[src/shared/dgcs_map.vh]
`ifndef DGCS_MAP_VH
`define DGCS_MAP_VH
// Register offsets
`define DGCS_ADDR_CONFIG 7'h00
`define DGCS_ADDR_STATUS 7'h01
`define DGCS_ADDR_WCOUNT 7'h02
`define DGCS_ADDR_SLVCF 7'h03
// Global config field positions
`define DGCS_GC_PDN_DIS 6
`define DGCS_GC_MSTEP_REG 7
`define DGCS_GC_STEP_FILT 8
`define DGCS_GC_TEST 9
// Status field positions
`define DGCS_ST_RESET 0
`define DGCS_ST_DRV_ERR 1
`define DGCS_ST_PUMP_UV 2
// Reply delay field
`define DGCS_DLY_LSB 8
`define DGCS_DLY_MSB 11
// Reset values
`define DGCS_CONFIG_RST 10'h101
`define DGCS_STATUS_RST 2'h1
`define DGCS_WCOUNT_RST 8'h00
`define DGCS_DLY_RST 4'h0
// Timing
`define DGCS_BITS_PER_UNIT 8
`endif

[src/hdl/dgcs_delay_timer.v]
`timescale 1ns/1ps
// Counts reply delay in bit times after a read request frame ends
module dgcs_delay_timer #(
  parameter CW = 8
) (
  input wire clk_in,
  input wire resetn_in,
  input wire bit_tick_in,
  input wire start_in,
  input wire [CW-1:0] bits_in,
  output wire busy_out,
  output reg done_out
);
  reg [CW-1:0] remaining;

  assign busy_out = (remaining != {CW{1'b0}});

  // Load on start, count bit ticks, pulse done at zero
  always @(posedge clk_in or negedge resetn_in) begin
    if (!resetn_in) begin
      remaining <= {CW{1'b0}};
      done_out <= 1'b0;
    end else begin
      done_out <= 1'b0;
      if (start_in) begin
        remaining <= bits_in;
      end else if (busy_out && bit_tick_in) begin
        remaining <= remaining - {{(CW-1){1'b0}}, 1'b1};
        if (remaining == {{(CW-1){1'b0}}, 1'b1}) begin
          done_out <= 1'b1;
        end
      end
    end
  end
endmodule // dgcs_delay_timer

[src/hdl/dgcs_regs.v]
`timescale 1ns/1ps
`include "dgcs_map.vh"
module dgcs_regs (
  input wire clk_in,
  input wire resetn_in,
  input wire bit_tick_in,
  input wire frame_valid_in,
  input wire frame_write_in,
  input wire [6:0] frame_addr_in,
  input wire [31:0] frame_wdata_in,
  input wire frame_end_in,
  input wire [31:0] frame_rdata_unused_in,
  input wire drv_err_cond_in,
  input wire drv_shutdown_in,
  input wire pump_uv_in,
  input wire pdn_pin_in,
  input wire microstep_sel_a_in,
  input wire microstep_sel_b_in,
  input wire [1:0] mstep_reg_in,
  input wire [1:0] hold_current_in,
  input wire driver_enable_low_in,
  output reg [31:0] rdata_out,
  output wire reply_go_out,
  output wire reply_wait_out,
  output wire [9:0] global_config_out,
  output wire standstill_reduce_out,
  output wire [1:0] microstep_res_out,
  output wire step_filter_en_out,
  output wire test_route_out,
  output wire enable_pulldown_out,
  output wire [1:0] test_select_out,
  output wire driver_active_out,
  output wire [2:0] status_out,
  output wire [7:0] write_count_out
);
  ////////////////////////////////////////////////////////////
  // Storage
  reg [9:0] global_config_flags;
  reg [1:0] status_latched;
  reg [7:0] serial_write_counter;
  reg [3:0] reply_delay_config;
  reg pdn_meta, pdn_sync;
  reg msa_meta, msa_sync;
  reg msb_meta, msb_sync;
  reg den_meta, den_sync;
  reg uv_meta, uv_sync;
  reg err_meta, err_sync;
  reg shd_meta, shd_sync;
  reg [7:0] next_delay_bits;

  wire wr_ok = frame_valid_in && frame_write_in;
  wire rd_ok = frame_valid_in && !frame_write_in;

  // Reply delay in bit times from a delay code
  function [7:0] dgcs_delay_bits;
    input [3:0] code;
    begin
      // Odd multiple of eight bit times, code pairs share one length
      dgcs_delay_bits = {1'b0, code[3:1], 1'b1, 3'h0};
    end
  endfunction

  ////////////////////////////////////////////////////////////
  // Two-stage synchronisers for pins and external conditions
  // Powerdown pin, idle low after reset
  // Only the second stage is read by logic
  always @(posedge clk_in or negedge resetn_in) begin
    if (!resetn_in) begin
      pdn_meta <= 1'b0;
      pdn_sync <= 1'b0;
    end else begin
      pdn_meta <= pdn_pin_in;
      pdn_sync <= pdn_meta;
    end
  end

  // Microstep select pin a
  // Read only while the register source is off
  always @(posedge clk_in or negedge resetn_in) begin
    if (!resetn_in) begin
      msa_meta <= 1'b0;
      msa_sync <= 1'b0;
    end else begin
      msa_meta <= microstep_sel_a_in;
      msa_sync <= msa_meta;
    end
  end

  // Microstep select pin b
  // Read only while the register source is off
  always @(posedge clk_in or negedge resetn_in) begin
    if (!resetn_in) begin
      msb_meta <= 1'b0;
      msb_sync <= 1'b0;
    end else begin
      msb_meta <= microstep_sel_b_in;
      msb_sync <= msb_meta;
    end
  end

  // Driver enable pin, active low
  // Resets to disabled so the driver never runs during reset
  always @(posedge clk_in or negedge resetn_in) begin
    if (!resetn_in) begin
      den_meta <= 1'b1;
      den_sync <= 1'b1;
    end else begin
      den_meta <= driver_enable_low_in;
      den_sync <= den_meta;
    end
  end

  // Pump undervoltage level
  // Shown live in status, never latched
  always @(posedge clk_in or negedge resetn_in) begin
    if (!resetn_in) begin
      uv_meta <= 1'b0;
      uv_sync <= 1'b0;
    end else begin
      uv_meta <= pump_uv_in;
      uv_sync <= uv_meta;
    end
  end

  // Error cause still present
  // Blocks the error flag clear while high
  always @(posedge clk_in or negedge resetn_in) begin
    if (!resetn_in) begin
      err_meta <= 1'b0;
      err_sync <= 1'b0;
    end else begin
      err_meta <= drv_err_cond_in;
      err_sync <= err_meta;
    end
  end

  // Driver shutdown event level
  // Sets the error flag for as long as it stands
  always @(posedge clk_in or negedge resetn_in) begin
    if (!resetn_in) begin
      shd_meta <= 1'b0;
      shd_sync <= 1'b0;
    end else begin
      shd_meta <= drv_shutdown_in;
      shd_sync <= shd_meta;
    end
  end

  ////////////////////////////////////////////////////////////
  // Register writes
  // Checked write frames update; a driver shutdown also sets the error flag
  always @(posedge clk_in or negedge resetn_in) begin
    if (!resetn_in) begin
      serial_write_counter <= `DGCS_WCOUNT_RST;
    end else if (wr_ok) begin
      // Every checked write counts, mapped or not
      // Reads never touch the counter
      serial_write_counter <= serial_write_counter + 8'h01;
    end
  end

  // Configuration, reset value on reset, low ten bits on a config write
  always @(posedge clk_in or negedge resetn_in) begin
    if (!resetn_in) begin
      global_config_flags <= `DGCS_CONFIG_RST;
    end else if (wr_ok && frame_addr_in == `DGCS_ADDR_CONFIG) begin
      global_config_flags <= frame_wdata_in[9:0];
    end
  end

  // Reply delay code, write only, reads return zero
  always @(posedge clk_in or negedge resetn_in) begin
    if (!resetn_in) begin
      reply_delay_config <= `DGCS_DLY_RST;
    end else if (wr_ok && frame_addr_in == `DGCS_ADDR_SLVCF) begin
      reply_delay_config <= frame_wdata_in[`DGCS_DLY_MSB:`DGCS_DLY_LSB];
    end
  end

  // Reset flag raised by any reset
  // Status flags, sticky until the host writes ones
  always @(posedge clk_in or negedge resetn_in) begin
    if (!resetn_in) begin
      status_latched <= `DGCS_STATUS_RST;
    end else begin
      if (wr_ok && frame_addr_in == `DGCS_ADDR_STATUS && frame_wdata_in[`DGCS_ST_RESET]) begin
        status_latched[`DGCS_ST_RESET] <= 1'b0;
      end
      // Clear blocked while error stands, set wins
      // A clear in the same cycle as a shutdown is lost on purpose
      if (shd_sync) begin
        status_latched[`DGCS_ST_DRV_ERR] <= 1'b1;
      end else if (wr_ok && frame_addr_in == `DGCS_ADDR_STATUS &&
                   frame_wdata_in[`DGCS_ST_DRV_ERR] && !err_sync) begin
        status_latched[`DGCS_ST_DRV_ERR] <= 1'b0;
      end
    end
  end

  ////////////////////////////////////////////////////////////
  // Read data, captured on a checked read frame
  always @(posedge clk_in or negedge resetn_in) begin
    if (!resetn_in) begin
      rdata_out <= 32'h00000000;
    end else if (rd_ok) begin
      case (frame_addr_in)
        `DGCS_ADDR_CONFIG: rdata_out <= {22'h000000, global_config_flags};
        `DGCS_ADDR_STATUS: rdata_out <= {29'h00000000, uv_sync, status_latched};
        `DGCS_ADDR_WCOUNT: rdata_out <= {24'h000000, serial_write_counter};
        default: rdata_out <= 32'h00000000;
      endcase
    end
  end

  ////////////////////////////////////////////////////////////
  // Reply delay timing
  // All sixteen codes, through dgcs_delay_bits
  always @* begin
    next_delay_bits = dgcs_delay_bits(reply_delay_config);
  end

  // Start at end of read frame
  dgcs_delay_timer #(
    .CW(8)
  ) u_delay (
    .clk_in(clk_in),
    .resetn_in(resetn_in),
    .bit_tick_in(bit_tick_in),
    .start_in(rd_ok && frame_end_in),
    .bits_in(next_delay_bits),
    .busy_out(reply_wait_out),
    .done_out(reply_go_out)
  );

  ////////////////////////////////////////////////////////////
  // Configuration effects
  // Pins pass the synchronisers above; register fields are already on this clock
  // so they feed the outputs directly
  assign global_config_out = global_config_flags;
  assign standstill_reduce_out = !global_config_flags[`DGCS_GC_PDN_DIS] && pdn_sync;
  assign microstep_res_out = global_config_flags[`DGCS_GC_MSTEP_REG] ? mstep_reg_in : {msb_sync, msa_sync};
  assign step_filter_en_out = global_config_flags[`DGCS_GC_STEP_FILT];
  assign test_route_out = global_config_flags[`DGCS_GC_TEST];
  assign enable_pulldown_out = !global_config_flags[`DGCS_GC_TEST];
  assign test_select_out = global_config_flags[`DGCS_GC_TEST] ? hold_current_in : 2'h0;
  // Undervoltage holds driver off
  // Test mode treats the enable pin as asserted
  assign driver_active_out = (global_config_flags[`DGCS_GC_TEST] || !den_sync) && !uv_sync;
  assign status_out = {uv_sync, status_latched};
  assign write_count_out = serial_write_counter;
endmodule // dgcs_regs

[config.mk]
export PLATFORM = sky130hd
export DESIGN_NAME = dgcs_regs
export DESIGN_NICKNAME = d
export VERILOG_FILES = /design/src/hdl/dgcs_delay_timer.v /design/src/hdl/dgcs_regs.v
export VERILOG_INCLUDE_DIRS = /design/src /design/src/shared
export SDC_FILE = /design/constraint.sdc
export NUM_CORES = 1
export LEC_CHECK = 0
export BUFFER_PORTS_ARGS = -buffer_cell sky130_fd_sc_hd__buf_2
export CAP_MARGIN = 20
export CORE_UTILIZATION = 41
export CTS_BUF_LIST = sky130_fd_sc_hd__clkbuf_8
export CTS_CLUSTER_DIAMETER = 200
export DETAILED_ROUTE_END_ITERATION = 6
export GPL_ROUTABILITY_DRIVEN = 0
export GPL_TIMING_DRIVEN = 0
export PLACE_DENSITY_LB_ADDON = 0.05
export SYNTH_ARGS = -nofsm -noshare
export SYNTH_HDL_FRONTEND = slang
export SYNTH_SLANG_ARGS = --single-unit
[constraint.sdc]
create_clock -name clk_in -period 1.57 [get_ports clk_in]
set_input_delay 0.157 -clock clk_in [delete_from_list [all_inputs] [get_ports clk_in]]
set_output_delay 0.157 -clock clk_in [all_outputs]
set_load 0.01 [all_outputs]
# Word level (Yosys, flattened, before mapping)
# Cells that the tools add are included.
[op_classes] reduce_logical=23 muxes=10 bitwise=0 n_lt_le_gt_ge=0 mul=0 shifts=0 eq_ne=4 addsub=2 n_div=0
[ops] operator="$pmux 10 s3" n=1
[ops] operator="$mux 8" n=2
[ops] operator="$eq 7x2->1 const B" n=2
[ops] operator="$logic_and 1x1->1" n=12
[ops] operator="$add 8x1->8 const B" n=1
[ops] operator="$eq 8x1->1 const B" n=1
[ops] operator="$reduce_bool 8->1" n=1
[ops] operator="$sub 8x1->8 const B" n=1
[ops] operator="$eq 7x1->1 const B" n=1
[ops] operator="$logic_not 7->1" n=1
[ops] operator="$logic_not 1->1" n=6
[ops] operator="$mux 1" n=5
[ops] operator="$mux 2" n=2
[ops] operator="$reduce_bool 2->1" n=2
[ops] operator="$logic_or 1x1->1" n=1
[totals] wordCells=61 mem_count=0 romBits=0 out_inout_bits=64 latch_bits=0 input_bits=88 ff_bits=79 ram_bits=0

# Logic depth before layout (Yosys ltp)
# Gate-level depths: netlist of the first run.
[logic_depth] depth_word=6 depth_mapped=5 depth_no_buf=5

# By module
# From an unflattened synthesis of the first run, not the netlist that was laid out.
[hier_totals] cells_unflattened=226 hier_area_um2=2696.3
[by_module_without_submodules] module="dgcs_regs" cells_per_inst=167 seq_area_each_um2=1182.4 instances=1 area_each_um2=2125.8
[by_module_without_submodules] module="dgcs_delay_timer" cells_per_inst=59 seq_area_each_um2=225.2 instances=1 area_each_um2=570.5

# Worst setup path before layout of the first run
# No wires, ideal clock.
[synth_timing] path_type="input to register" startpoint="in frame_addr_in[2]" endpoint="reg global_config_flags[1], in the netlist global_config_out[1]" required_ns=1.445 t_arrival_ns=1.629 path_stages=4 setup_ns=0.125 n_path_buf=1 slack_ns=-0.184 cell_sequence="or4_4 -> or4b_1 -> buf_6 -> mux2_4"
[synth_between] elab_chain_len=2
[synth_rtl] element="start: declaration" line="dgcs_regs.v:9" rtl="input wire [6:0] frame_addr_in,"
[synth_rtl] element="$logic_not 7->1 (no line)"
[synth_rtl] element="$logic_and 1x1->1 (no line)"
[synth_rtl] element="end signal: assignment" line="dgcs_regs.v:165" rtl="global_config_flags <= `DGCS_CONFIG_RST;"
[synth_rtl] element="end signal: assignment" line="dgcs_regs.v:167" rtl="global_config_flags <= frame_wdata_in[9:0];"
[synth_rtl] element="end: declaration" line="dgcs_regs.v:38" rtl="reg [9:0] global_config_flags;"
# Every way passes these cells.
# A chain may end at the register's enable or synchronous reset.

# Worst setup path in the final report of the first run
[layout_timing] startpoint="in frame_addr_in[2]" endpoint="reg global_config_flags[3], in the netlist global_config_out[3]"
# Same word-level chain as after synthesis.

==> metrics.txt, run 1 <==
Initial Utilization 42.2%; cell count after synthesis approximately 230; root buf cell clkbuf_8; # rows 29; Mean Syn Cell Area ~12 sq um; Buffers on Ports between 70 and 80; Vias/cell 4.64; Yosys warning count 0; Clock Latency Late Sink 0.31 ns; ys flop type dfrtp_1; crit path launch type input port; Synth area leaders dfrtp_1 (48%), buf_4 (7.0%), mux2_4 (5.6%), dfstp_2 (4.9%), mux2i_1 (3.8%); HPWL Detailed just over 4000 microns; Pwr per Cell Area between 1000 and 1500 nW/um^2; Total Wirelength ~5500 microns; fin area 3510 sq um; vias in the first global route 1,760; fin nets roughly 440; Fmax achieved approximately 630 MHz; initial antenna violation count 0; top post-synthesis cells by count dfrtp_1 (51), buf_4 (25), nand2_1 (23), mux2_4 (10), mux2i_1 (10); placed cell areas 3250 sq um; M1 WL roughly 2500 microns; share of post-route cells with drive strength above 1 44.1%; Fin. Hold Viols 0; Antenna Cells 0; DR WL met2 approximately 2600 microns; count leader, synth dfrtp_1; run status complete, but fails checks; crit path kind input port to register; clock slew at reported path FFs around 0.10 ns; Max H-tree Level 2; Hold Crit Start frame_wdata_in[6]; met3 WL post-DR 323 microns; CTS Buffer Depth 2; Tot Pwr 3.64 mW; WHS 0.0687 ns; via count of the routed design 1,969; Peak VDD IR 0.510 mV; num ports approximately 150; Rel. slew slack 58.9%; Worst Setup SP frame_addr_in[2]; Clk pwr share about 22%; Pint ~2.5 mW; combinational power share between 20% and 30%; Data arrival, critical path 1.80 ns; Final period util 101%; PnR worst setup slack -0.0191 ns; Seq/Total Area, Yosys 52.8%; Post-Layout Cell Count ~420; mapped cell area 2670 sq um; DR WL/cell 12.9 microns; Max-cap violations 0; number of synthesized flops with an enable pin 0; ANT nets after route 0; critical path required time 1.78 ns; library cells used by synthesis 47; Initial DRC Count 90; worst min path class input port to register; cell taking the most area after synthesis dfrtp_1; first-pass GRT wire length 8400 microns; RSZ-0062 raised after global routing true; Net Sw Frac 32.1%; global-route usage over all layers 16.7%; Placed Cells between 400 and 500; Net Switching 1.17 mW; flop and latch count out of synthesis 56; chip width between 80 and 90 microns; DRC Markers 0; final setup violation count 8; Flop pwr share 51.5%; Final min period ~1.6 ns; Leak approximately 1.8 nW; global route overflow 0; Placeable Area about 6300 sq um; post-synth top area share 47.9%; failing checks setup timing; CTS Buf Count 5; Sink Count 56; worst r2r src u_delay.remaining[4]; Die ar. 6830 sq um; Worst-Margin Slew 0.616 ns; worst clock skew 0.00897 ns; Max Used Layer met4; largest net degree at the start of global routing 31; 1st-pass router iterations 5; peak fanout along the critical path 10; TritonCTS clock tree built; Fin Setup TNS -0.0901 ns; share of flip-flops with an asynchronous set or reset 100%; CP endpoint kind register; Layout area overhead 31.6%; Die Y 82.6 microns; Max Slew Vio Count 0; # fillers just under 600
==> state kept, by name, summed over array words and instances (netlist names), 2 cells and up <==
register / flops
dgcs_delay_bits.code: 3
status_latched: 2
rdata_out: 10
u_delay.remaining: 8
write_count_out: 8
global_config_out: 10
==> power by group through the flow <==
stage          Combinational, mW  Clock (mW)  Sequential, mW
3_3_place_gp               0.805           0            1.90
2_1_floorplan              0.520           0            1.88
5_1_grt                     1.11       0.892            1.91
3_5_place_dp               0.823           0            1.91
4_1_cts                    0.921       0.833            1.88
6_report                   0.969       0.798            1.88
==> layout by cell type, fill, tap and decap left out, types with 2 or more instances in the layout <==
cell type      instances
buf_2                 75
dfrtp_1               50
buf_4                 32
nand2_1               23
conb_1                22
mux2i_1               10
mux2_4                10
dlygate4sd3_1          8
mux2_2                 6
o21ai_0                6
nor2_1                 5
o31ai_1                5
clkbuf_8               5
dfstp_2                5
inv_1                  4
nand3_1                4
nand2b_1               4
xor2_1                 4
and2_1                 3
nor3_1                 3
or2_2                  3
or3_1                  3
clkbuf_1               3
a31oi_1                3
xnor2_1                3
a2bb2oi_1              3
ha_1                   3
inv_2                  2
nor2b_1                2
nand4b_1               2
nand4bb_1              2
nand4_1                2
buf_12                 2
or4_1                  2
o21ai_1                2
==> area by class of cell <==
cell class	instances	area [sq um]	area share, %
Buffer	30	223	6.35
Clock buffer	5	68.8	1.96
Clock inverter	3	21.3	0.606
Inverter	6	22.5	0.642
Multi-Input combinational cell	155	1130	32.2
Sequential cell	56	1410	40.2
Tap cell	77	96.3	2.75
Timing Repair Buffer	92	539	15.4
==> worst paths after layout <==
path                                              to  slack, ns  depth (start not counted)
worst max-delay path            global_config_out[3]      -0.02                          5
worst min-delay path            global_config_out[6]       0.07                          2
worst max register to register  u_delay.remaining[7]       0.05                          3
worst min register to register              pdn_sync       0.36                          0
max in group asynchronous          status_latched[0]       0.55                          3
min in group asynchronous               rdata_out[8]       0.39                          2
==> logic make-up (layout without fill, tap and decap cells) <==
group | Yosys count | count (layout) | share of synthesized area (%)
muxes | 26 | 26 | 11.9
and+or+nand+nor | 69 | 69 | 14.9
xor gates and xnor gates | 7 | 7 | 2.30
DFF | 56 | 56 | 52.8
adders and majority gates | 4 | 4 | 1.88
AOI/OAI and AO/OA | 27 | 27 | 7.04
other | 1 | 22 | 0.141
buffers and inverters | 37 | 136 | 9.01
==> per-layer routing <==
metal  up-vias  global-route usage, %
met3         6                   4.62
li1        986                      -
met2        59                   27.5
met4         0                   5.17
met1       918                   21.3
met5         -                      0
==> per-stage QoR <==
step           setup WS, ns  util [%]
6_report            -0.0191      55.6
5_1_grt             -0.0888      55.6
4_1_cts             -0.0354      55.3
3_5_place_dp         -0.507      51.4
3_3_place_gp         -0.533      51.1
2_1_floorplan        -0.184         -
==> critical path: stages <==
cell,delay (ns)
buf_6,0.09
or4_4,0.56
or4b_4,0.52
buf_12,0.17
mux2_4,0.30
==> what timing repair did <==
item / in CTS / in global routing
hold buffers: 8 / 0
pin swaps: 1 / 2
gates resized for setup: 9 / 5
setup buffers: 5 / 2
endpoints found under the setup margin: 15 / 13
endpoints found under the hold margin: 32 / 0
gates cloned: 0 / 0
No activity file was read; power rests on OpenSTA's default activity.
==> run 2: changes to the inputs <==
--- a/config.mk
+++ b/config.mk
@@ -9,11 +9,12 @@
 export BUFFER_PORTS_ARGS = -buffer_cell sky130_fd_sc_hd__buf_2
 export CAP_MARGIN = 20
 export CORE_UTILIZATION = 41
-export CTS_BUF_LIST = sky130_fd_sc_hd__clkbuf_8
+export CTS_BUF_LIST = sky130_fd_sc_hd__clkbuf_4 sky130_fd_sc_hd__clkbuf_8
 export CTS_CLUSTER_DIAMETER = 200
 export DETAILED_ROUTE_END_ITERATION = 6
 export GPL_ROUTABILITY_DRIVEN = 0
 export GPL_TIMING_DRIVEN = 0
+export HOLD_SLACK_MARGIN = 0.05
 export PLACE_DENSITY_LB_ADDON = 0.05
 export SYNTH_ARGS = -nofsm -noshare
 export SYNTH_HDL_FRONTEND = slang
==> metrics.txt, run 2 (same netlist as run 1, synthesis figures left out) <==
Net Sw Frac 32.1% (about the same); Fin. Hold Viols 0 (unchanged); Pint 2.47 mW (about the same); commonest non-fill, non-tap cell in the layout buf_2 (unchanged); Net Switching 1.17 mW (about the same); # rows 29 (unchanged); vias in the first global route 1,760 (unchanged); global-route usage over all layers 16.7% (unchanged); RSZ-0062 raised after global routing true (unchanged); Final period util 101% (about the same); global route overflow 0 (unchanged); worst min path class input port to register (unchanged); Buffers on Ports 76 (unchanged); Die ar. 6830 sq um (unchanged); HPWL Detailed 4050 microns (unchanged); Tot Pwr 3.64 mW (about the same); combinational power share 26.7% (was 26.6%); PnR worst setup slack -0.0191 ns (about the same); met1 usage 21.3% (unchanged); clock slew at reported path FFs 0.10 ns (about the same); first-pass GRT wire length 8400 microns (unchanged); Die Y 82.6 microns (unchanged); 1st-pass router iterations 5 (unchanged); CP endpoint kind register (unchanged); crit path kind input port to register (unchanged); Leak 1.84 nW (was 1.83 nW); CTS Buffer Depth 2 (unchanged); Sink Count 56 (unchanged); Placeable Area 6310 sq um (unchanged); Clock Latency Late Sink 0.31 ns (about the same); Antenna Cells 0 (unchanged); Max Slew Vio Count 0 (unchanged); via count of the routed design 1,970 (was 1,969); ANT nets after route 0 (unchanged); Post-Layout Cell Count 425 (was 424); root buf cell clkbuf_8 (unchanged); Initial DRC Count 80 (was 90); met3 Track Usage GR 4.62% (unchanged); M2 GR Usage 27.5% (unchanged); DRC Markers 0 (unchanged); final setup violation count 8 (unchanged); Max-cap violations 0 (unchanged); DR WL/cell 12.9 microns (about the same); fin nets 439 (was 438); area of the multi-input gates 1130 sq um (unchanged); Flop pwr share 51.5% (about the same); Worst-Margin Slew 0.616 ns (unchanged); Fmax achieved 629 MHz (about the same); crit path max-delay cell type or4_4 (unchanged); Max H-tree Level 2 (unchanged); Data arrival, critical path 1.80 ns (about the same); Pwr per Cell Area 1040 nW/um^2 (about the same); gr busiest metal met2 (unchanged); Clk pwr share 21.9% (about the same); peak fanout along the critical path 10 (unchanged); share of post-route cells with drive strength above 1 44.0% (was 44.1%); largest net degree at the start of global routing 31 (unchanged); Peak VDD IR 0.510 mV (unchanged); critical path, cell by cell buf_6, or4_4, or4b_4, buf_12, mux2_4 (unchanged); Initial Utilization 42.2% (unchanged); run status complete, but fails checks (unchanged); failing checks setup timing (unchanged); crit path launch type input port (unchanged); worst r2r src u_delay.remaining[4] (unchanged); Register Area 1410 sq um (unchanged); Hold Crit Start frame_wdata_in[6] (unchanged); # fillers 581 (was 582); worst clock skew 0.00897 ns (about the same); Vias/cell 4.64 (about the same); Layout area overhead 32.0% (was 31.6%); most frequent cells in the layout buf_2 (75), dfrtp_1 (50), buf_4 (32), nand2_1 (23), conb_1 (22) (unchanged); initial antenna violation count 0 (unchanged); TritonCTS clock tree built (unchanged); Placed Cells 402 (unchanged); num ports 152 (unchanged); chip width 82.6 microns (unchanged); Worst Setup SP frame_addr_in[2] (unchanged); Rel. slew slack 58.9% (unchanged); max incr delay on CP 0.56 ns (about the same); Total Wirelength 5490 microns (about the same); CTS Buf Count 5 (unchanged); Final min period 1.59 ns (about the same); critical path required time 1.78 ns (about the same)
## run 2: cell type report
| cell class | instances | share of cell area [%] |
|---|---|---|
| plain buffers | 30 | 6.33 |
| inverters | 6 | 0.640 |
| clock inverters | 3 | 0.605 |
| repair buffers | 93 | 15.6 |
| clock buffers | 5 | 1.96 |
| flip-flops and latches | 56 | 40.0 |
| multi-input cells | 155 | 32.1 |
| well taps | 77 | 2.74 |
## run 2: path summary, 6_finish.rpt
check                                  endpoint  slack (ns)  cells after the start
min                        global_config_out[6]        0.07                      2
min reg2reg                            pdn_sync        0.36                      0
min in group asynchronous  global_config_out[5]        0.39                      2
max reg2reg                u_delay.remaining[7]        0.05                      3
max                        global_config_out[3]       -0.02                      5
max in group asynchronous     status_latched[0]        0.55                      3
## run 2: power by group through the flow
stage / Clock [mW] / Sequential [mW] / Combinational, mW
global placement: 0 / 1.90 / 0.805
CTS: 0.833 / 1.88 / 0.921
detailed placement: 0 / 1.91 / 0.823
floorplan: 0 / 1.88 / 0.520
global route: 0.892 / 1.91 / 1.11
finish: 0.796 / 1.88 / 0.971
## run 2: what timing repair did
item,in CTS,in global routing
hold endpoints to repair,32,1
resized for setup,9,5
pin swaps,1,2
endpoints found under the setup margin,15,13
hold buffers,8,1
buffers inserted,5,2
## run 2: worst max-delay path, delay by kind of cell
family                 cells  cell delay [ns]
AND/OR/NAND/NOR            2             1.08
buffers and inverters      2             0.26
multiplexers               1             0.30
## run 2: per-stage QoR
stage	setup slack [ns]	hold slack [ns]	TNS (ns)	util [%]	instance area, sq um
detailed placement	-0.507	0.215	-6.95	51.4	3250
finish	-0.0191	0.0699	-0.0922	55.7	3520
CTS	-0.0354	0.0630	-0.0441	55.3	3490
global placement	-0.533	0.263	-6.88	51.1	3230
global route	-0.0888	0.0595	-0.172	55.7	3520
floorplan	-0.184	-0.139	-2.07	-	2750
## run 2: per-layer routing
layer	vias to the layer above	routed length (microns)
met5	-	0
met4	0	72
met3	6	323
met2	59	2600
met1	917	2500
li1	988	-
==> run 3: changes to the inputs <==
--- a/config.mk
+++ b/config.mk
@@ -18,4 +18,5 @@
 export PLACE_DENSITY_LB_ADDON = 0.05
 export SYNTH_ARGS = -nofsm -noshare
 export SYNTH_HDL_FRONTEND = slang
+export SYNTH_HIERARCHICAL = 1
 export SYNTH_SLANG_ARGS = --single-unit
==> constraint.sdc (replaced) <==
create_clock -name clk_in -period 1.57 [get_ports clk_in]
set_input_delay 0.2355 -clock clk_in [delete_from_list [all_inputs] [get_ports clk_in]]
set_output_delay 0.2355 -clock clk_in [all_outputs]
set_load 0.01 [all_outputs]
==> metrics.txt, run 3 <==
Clock Latency Late Sink 0.30 ns (was 0.31 ns); Total Wirelength 5420 microns (was 5490 microns); HPWL Detailed 4050 microns (about the same); via count of the routed design 1,982 (was 1,970); Fmax achieved 594 MHz (was 629 MHz); ANT nets after route 0 (unchanged); post-synth top area share 47.3% (was 47.9%); Vias/cell 4.61 (was 4.64); Initial DRC Count 52 (was 80); Buffers on Ports 77 (was 76); Net Switching 1.35 mW (was 1.17 mW); root buf cell clkbuf_8 (unchanged); library cells used by synthesis 51 (was 47); global-route usage over all layers 16.4% (was 16.7%); 1st-pass router iterations 4 (was 5); Fin Setup TNS -0.469 ns (was -0.0922 ns); CTS Buffer Depth 2 (unchanged); Data arrival, critical path 1.93 ns (was 1.80 ns); Leak 1.84 nW (about the same); Net Sw Frac 31.7% (was 32.1%); initial antenna violation count 0 (unchanged); critical path required time 1.82 ns (was 1.78 ns); DR WL/cell 12.6 microns (was 12.9 microns); Max H-tree Level 2 (unchanged); # fillers 552 (was 581); Synth area leaders dfrtp_1 (47%), buf_4 (7.2%), mux2_2 (7.1%), dfstp_2 (4.9%), xnor2_1 (3.6%) (was dfrtp_1 (48%), buf_4 (7.0%), mux2_4 (5.6%), dfstp_2 (4.9%), mux2i_1 (3.8%)); Seq/Total Area, Yosys 52.2% (was 52.8%); worst clock skew 0.00657 ns (was 0.00897 ns); worst r2r src u_delay/remaining[2] (was u_delay.remaining[4]); share of post-route cells with drive strength above 1 49.9% (was 44.0%); Hold Crit Start frame_wdata_in[5] (was frame_wdata_in[6]); Pwr per Cell Area 1160 nW/um^2 (was 1040 nW/um^2); crit path launch type register (was input port); RSZ-0062 raised after global routing true (unchanged); largest net degree at the start of global routing 31 (unchanged); vias in the first global route 1,803 (was 1,760); crit path max-delay cell type dfrtp_2 (was or4_4); Final period util 107% (was 101%); chip width 83.1 microns (was 82.6 microns); fin nets 444 (was 439); clock slew at reported path FFs 0.10 ns (about the same); Rel. slew slack 57.9% (was 58.9%); Initial Utilization 42.5% (was 42.2%); flop2flop setup slack -0.11 ns (was 0.05 ns); Peak VDD IR 0.597 mV (was 0.510 mV); Register Area 1410 sq um (about the same); Final min period 1.68 ns (was 1.59 ns); failing checks setup timing (unchanged); ys flop type dfrtp_1 (unchanged); global route overflow 0 (unchanged); Max-cap violations 0 (unchanged); commonest non-fill, non-tap cell in the layout buf_2 (unchanged); mapped cell area 2700 sq um (was 2670 sq um); cell taking the most area after synthesis dfrtp_1 (unchanged); peak fanout along the critical path 5 (was 10); Mean Syn Cell Area 11.9 sq um (was 11.7 sq um); Clk pwr share 22.6% (was 21.9%); number of synthesized flops with an enable pin 0 (unchanged); Sink Count 56 (unchanged); share of flip-flops with an asynchronous set or reset 100% (unchanged); Layout area overhead 35.3% (was 32.0%); first-pass GRT wire length 9010 microns (was 8400 microns); area of the multi-input gates 1220 sq um (was 1130 sq um); Max Slew Vio Count 0 (unchanged); CP endpoint kind register (unchanged); Yosys warning count 6 (was 0); cell count after synthesis 226 (was 227); num ports 152 (unchanged); worst min path class input port to register (unchanged); most frequent cells in the layout buf_2 (78), dfrtp_1 (49), buf_4 (35), conb_1 (27), nand2_1 (19) (was buf_2 (75), dfrtp_1 (50), buf_4 (32), nand2_1 (23), conb_1 (22)); Worst Setup SP u_delay/remaining[2] (was frame_addr_in[2]); most frequent cell on the critical path or4_4; combinational power share 32.2% (was 26.7%); count leader, synth dfrtp_1 (unchanged); PnR worst setup slack -0.114 ns (was -0.0191 ns); max incr delay on CP 0.46 ns (was 0.56 ns); WHS 0.155 ns (was 0.0699 ns); # rows 29 (unchanged); Worst-Margin Slew 0.631 ns (was 0.616 ns); CTS Buf Count 5 (unchanged); TritonCTS clock tree built (unchanged); critical path, cell by cell or2_1, or4_4, or4_4, nand3_2 (was buf_6, or4_4, or4b_4, buf_12, mux2_4); Placeable Area 6350 sq um (was 6310 sq um); Fin. Hold Viols 0 (unchanged); WP buf/inv 0 (was 2); top post-synthesis cells by count dfrtp_1 (51), buf_4 (26), nand2_1 (20), mux2_2 (17), xnor2_1 (11) (was dfrtp_1 (51), buf_4 (25), nand2_1 (23), mux2_4 (10), mux2i_1 (10)); flop and latch count out of synthesis 56 (unchanged); Antenna Cells 0 (unchanged); Flop pwr share 45.2% (was 51.5%); DRC Markers 0 (unchanged); run status complete, but fails checks (unchanged); crit path kind register to register (was input port to register); Pint 2.90 mW (was 2.47 mW); Die ar. 6900 sq um (was 6830 sq um); final setup violation count 6 (was 8); Largest delay share family, worst path simple AND/OR/NAND/NOR gates (unchanged); Die Y 83.1 microns (was 82.6 microns)
run 3: path summary, 6_finish.rpt:
check | endpoint | cells after the start
min in group asynchronous | write_count_out[5] | 2
hold reg to reg | err_sync | 0
max in group asynchronous | den_meta | 3
hold / removal | global_config_out[5] | 2
setup / recovery | u_delay/remaining[5] | 4
setup reg to reg | u_delay/remaining[5] | 4
run 3: what timing repair did:
item / CTS / global route
setup endpoints to repair: 7 / 10
pin swaps: 6 / 7
resized for setup: 7 / 13
hold endpoints to repair: 31 / 0
buffers inserted: 6 / 3
hold buffers: 8 / 0
run 3: logic make-up after synthesis:
kind of cell	Yosys count	share of synthesized area, %
and+or+nand+nor	63	14.3
DFF	56	52.2
buffers and inverters	37	9.14
AOI/OAI and AO/OA	27	8.21
muxes	25	10.1
xor gates and xnor gates	12	3.90
adders and majority gates	4	1.86
other	2	0.279
run 3: per-layer routing:
| layer | up-vias | track usage (%) | routed length (microns) |
|---|---|---|---|
| met1 | 915 | 23.9 | 2660 |
| met3 | 2 | 4.27 | 329 |
| li1 | 997 | - | - |
| met4 | 0 | 4.23 | 36 |
| met2 | 68 | 24.2 | 2400 |
| met5 | - | 0 | 0 |
run 3: final cells by class:
cell class / count / share of cell area, %
Buffer: 32 / 6.41
Timing Repair Buffer: 95 / 15.3
Multi-Input combinational cell: 158 / 33.4
Clock inverter: 2 / 1.06
Tap cell: 77 / 2.64
Sequential cell: 56 / 38.6
Clock buffer: 6 / 2.09
Inverter: 4 / 0.412
run 3: power by group through the flow:
| stage | Combinational [mW] | Sequential [mW] | Clock (mW) |
|---|---|---|---|
| 2_1_floorplan | 0.681 | 1.91 | 0 |
| 6_report | 1.37 | 1.92 | 0.959 |
| 4_1_cts | 1.20 | 1.91 | 0.994 |
| 5_1_grt | 1.50 | 1.95 | 1.06 |
| 3_3_place_gp | 0.997 | 1.92 | 0 |
| 3_5_place_dp | 1.01 | 1.93 | 0 |
run 3: per-stage QoR:
step / area, sq um / utilization [%] / std cells / setup slack (ns) / power (mW)
floorplan: 2810 / - / 251 / -0.0195 / 2.59
global placement: 3290 / 51.8 / 405 / -0.302 / 2.92
detailed placement: 3310 / 52.1 / 406 / -0.274 / 2.94
CTS: 3580 / 56.4 / 428 / -0.109 / 4.11
global route: 3650 / 57.5 / 430 / -0.172 / 4.52
finish: 3650 / 57.5 / 430 / -0.114 / 4.25
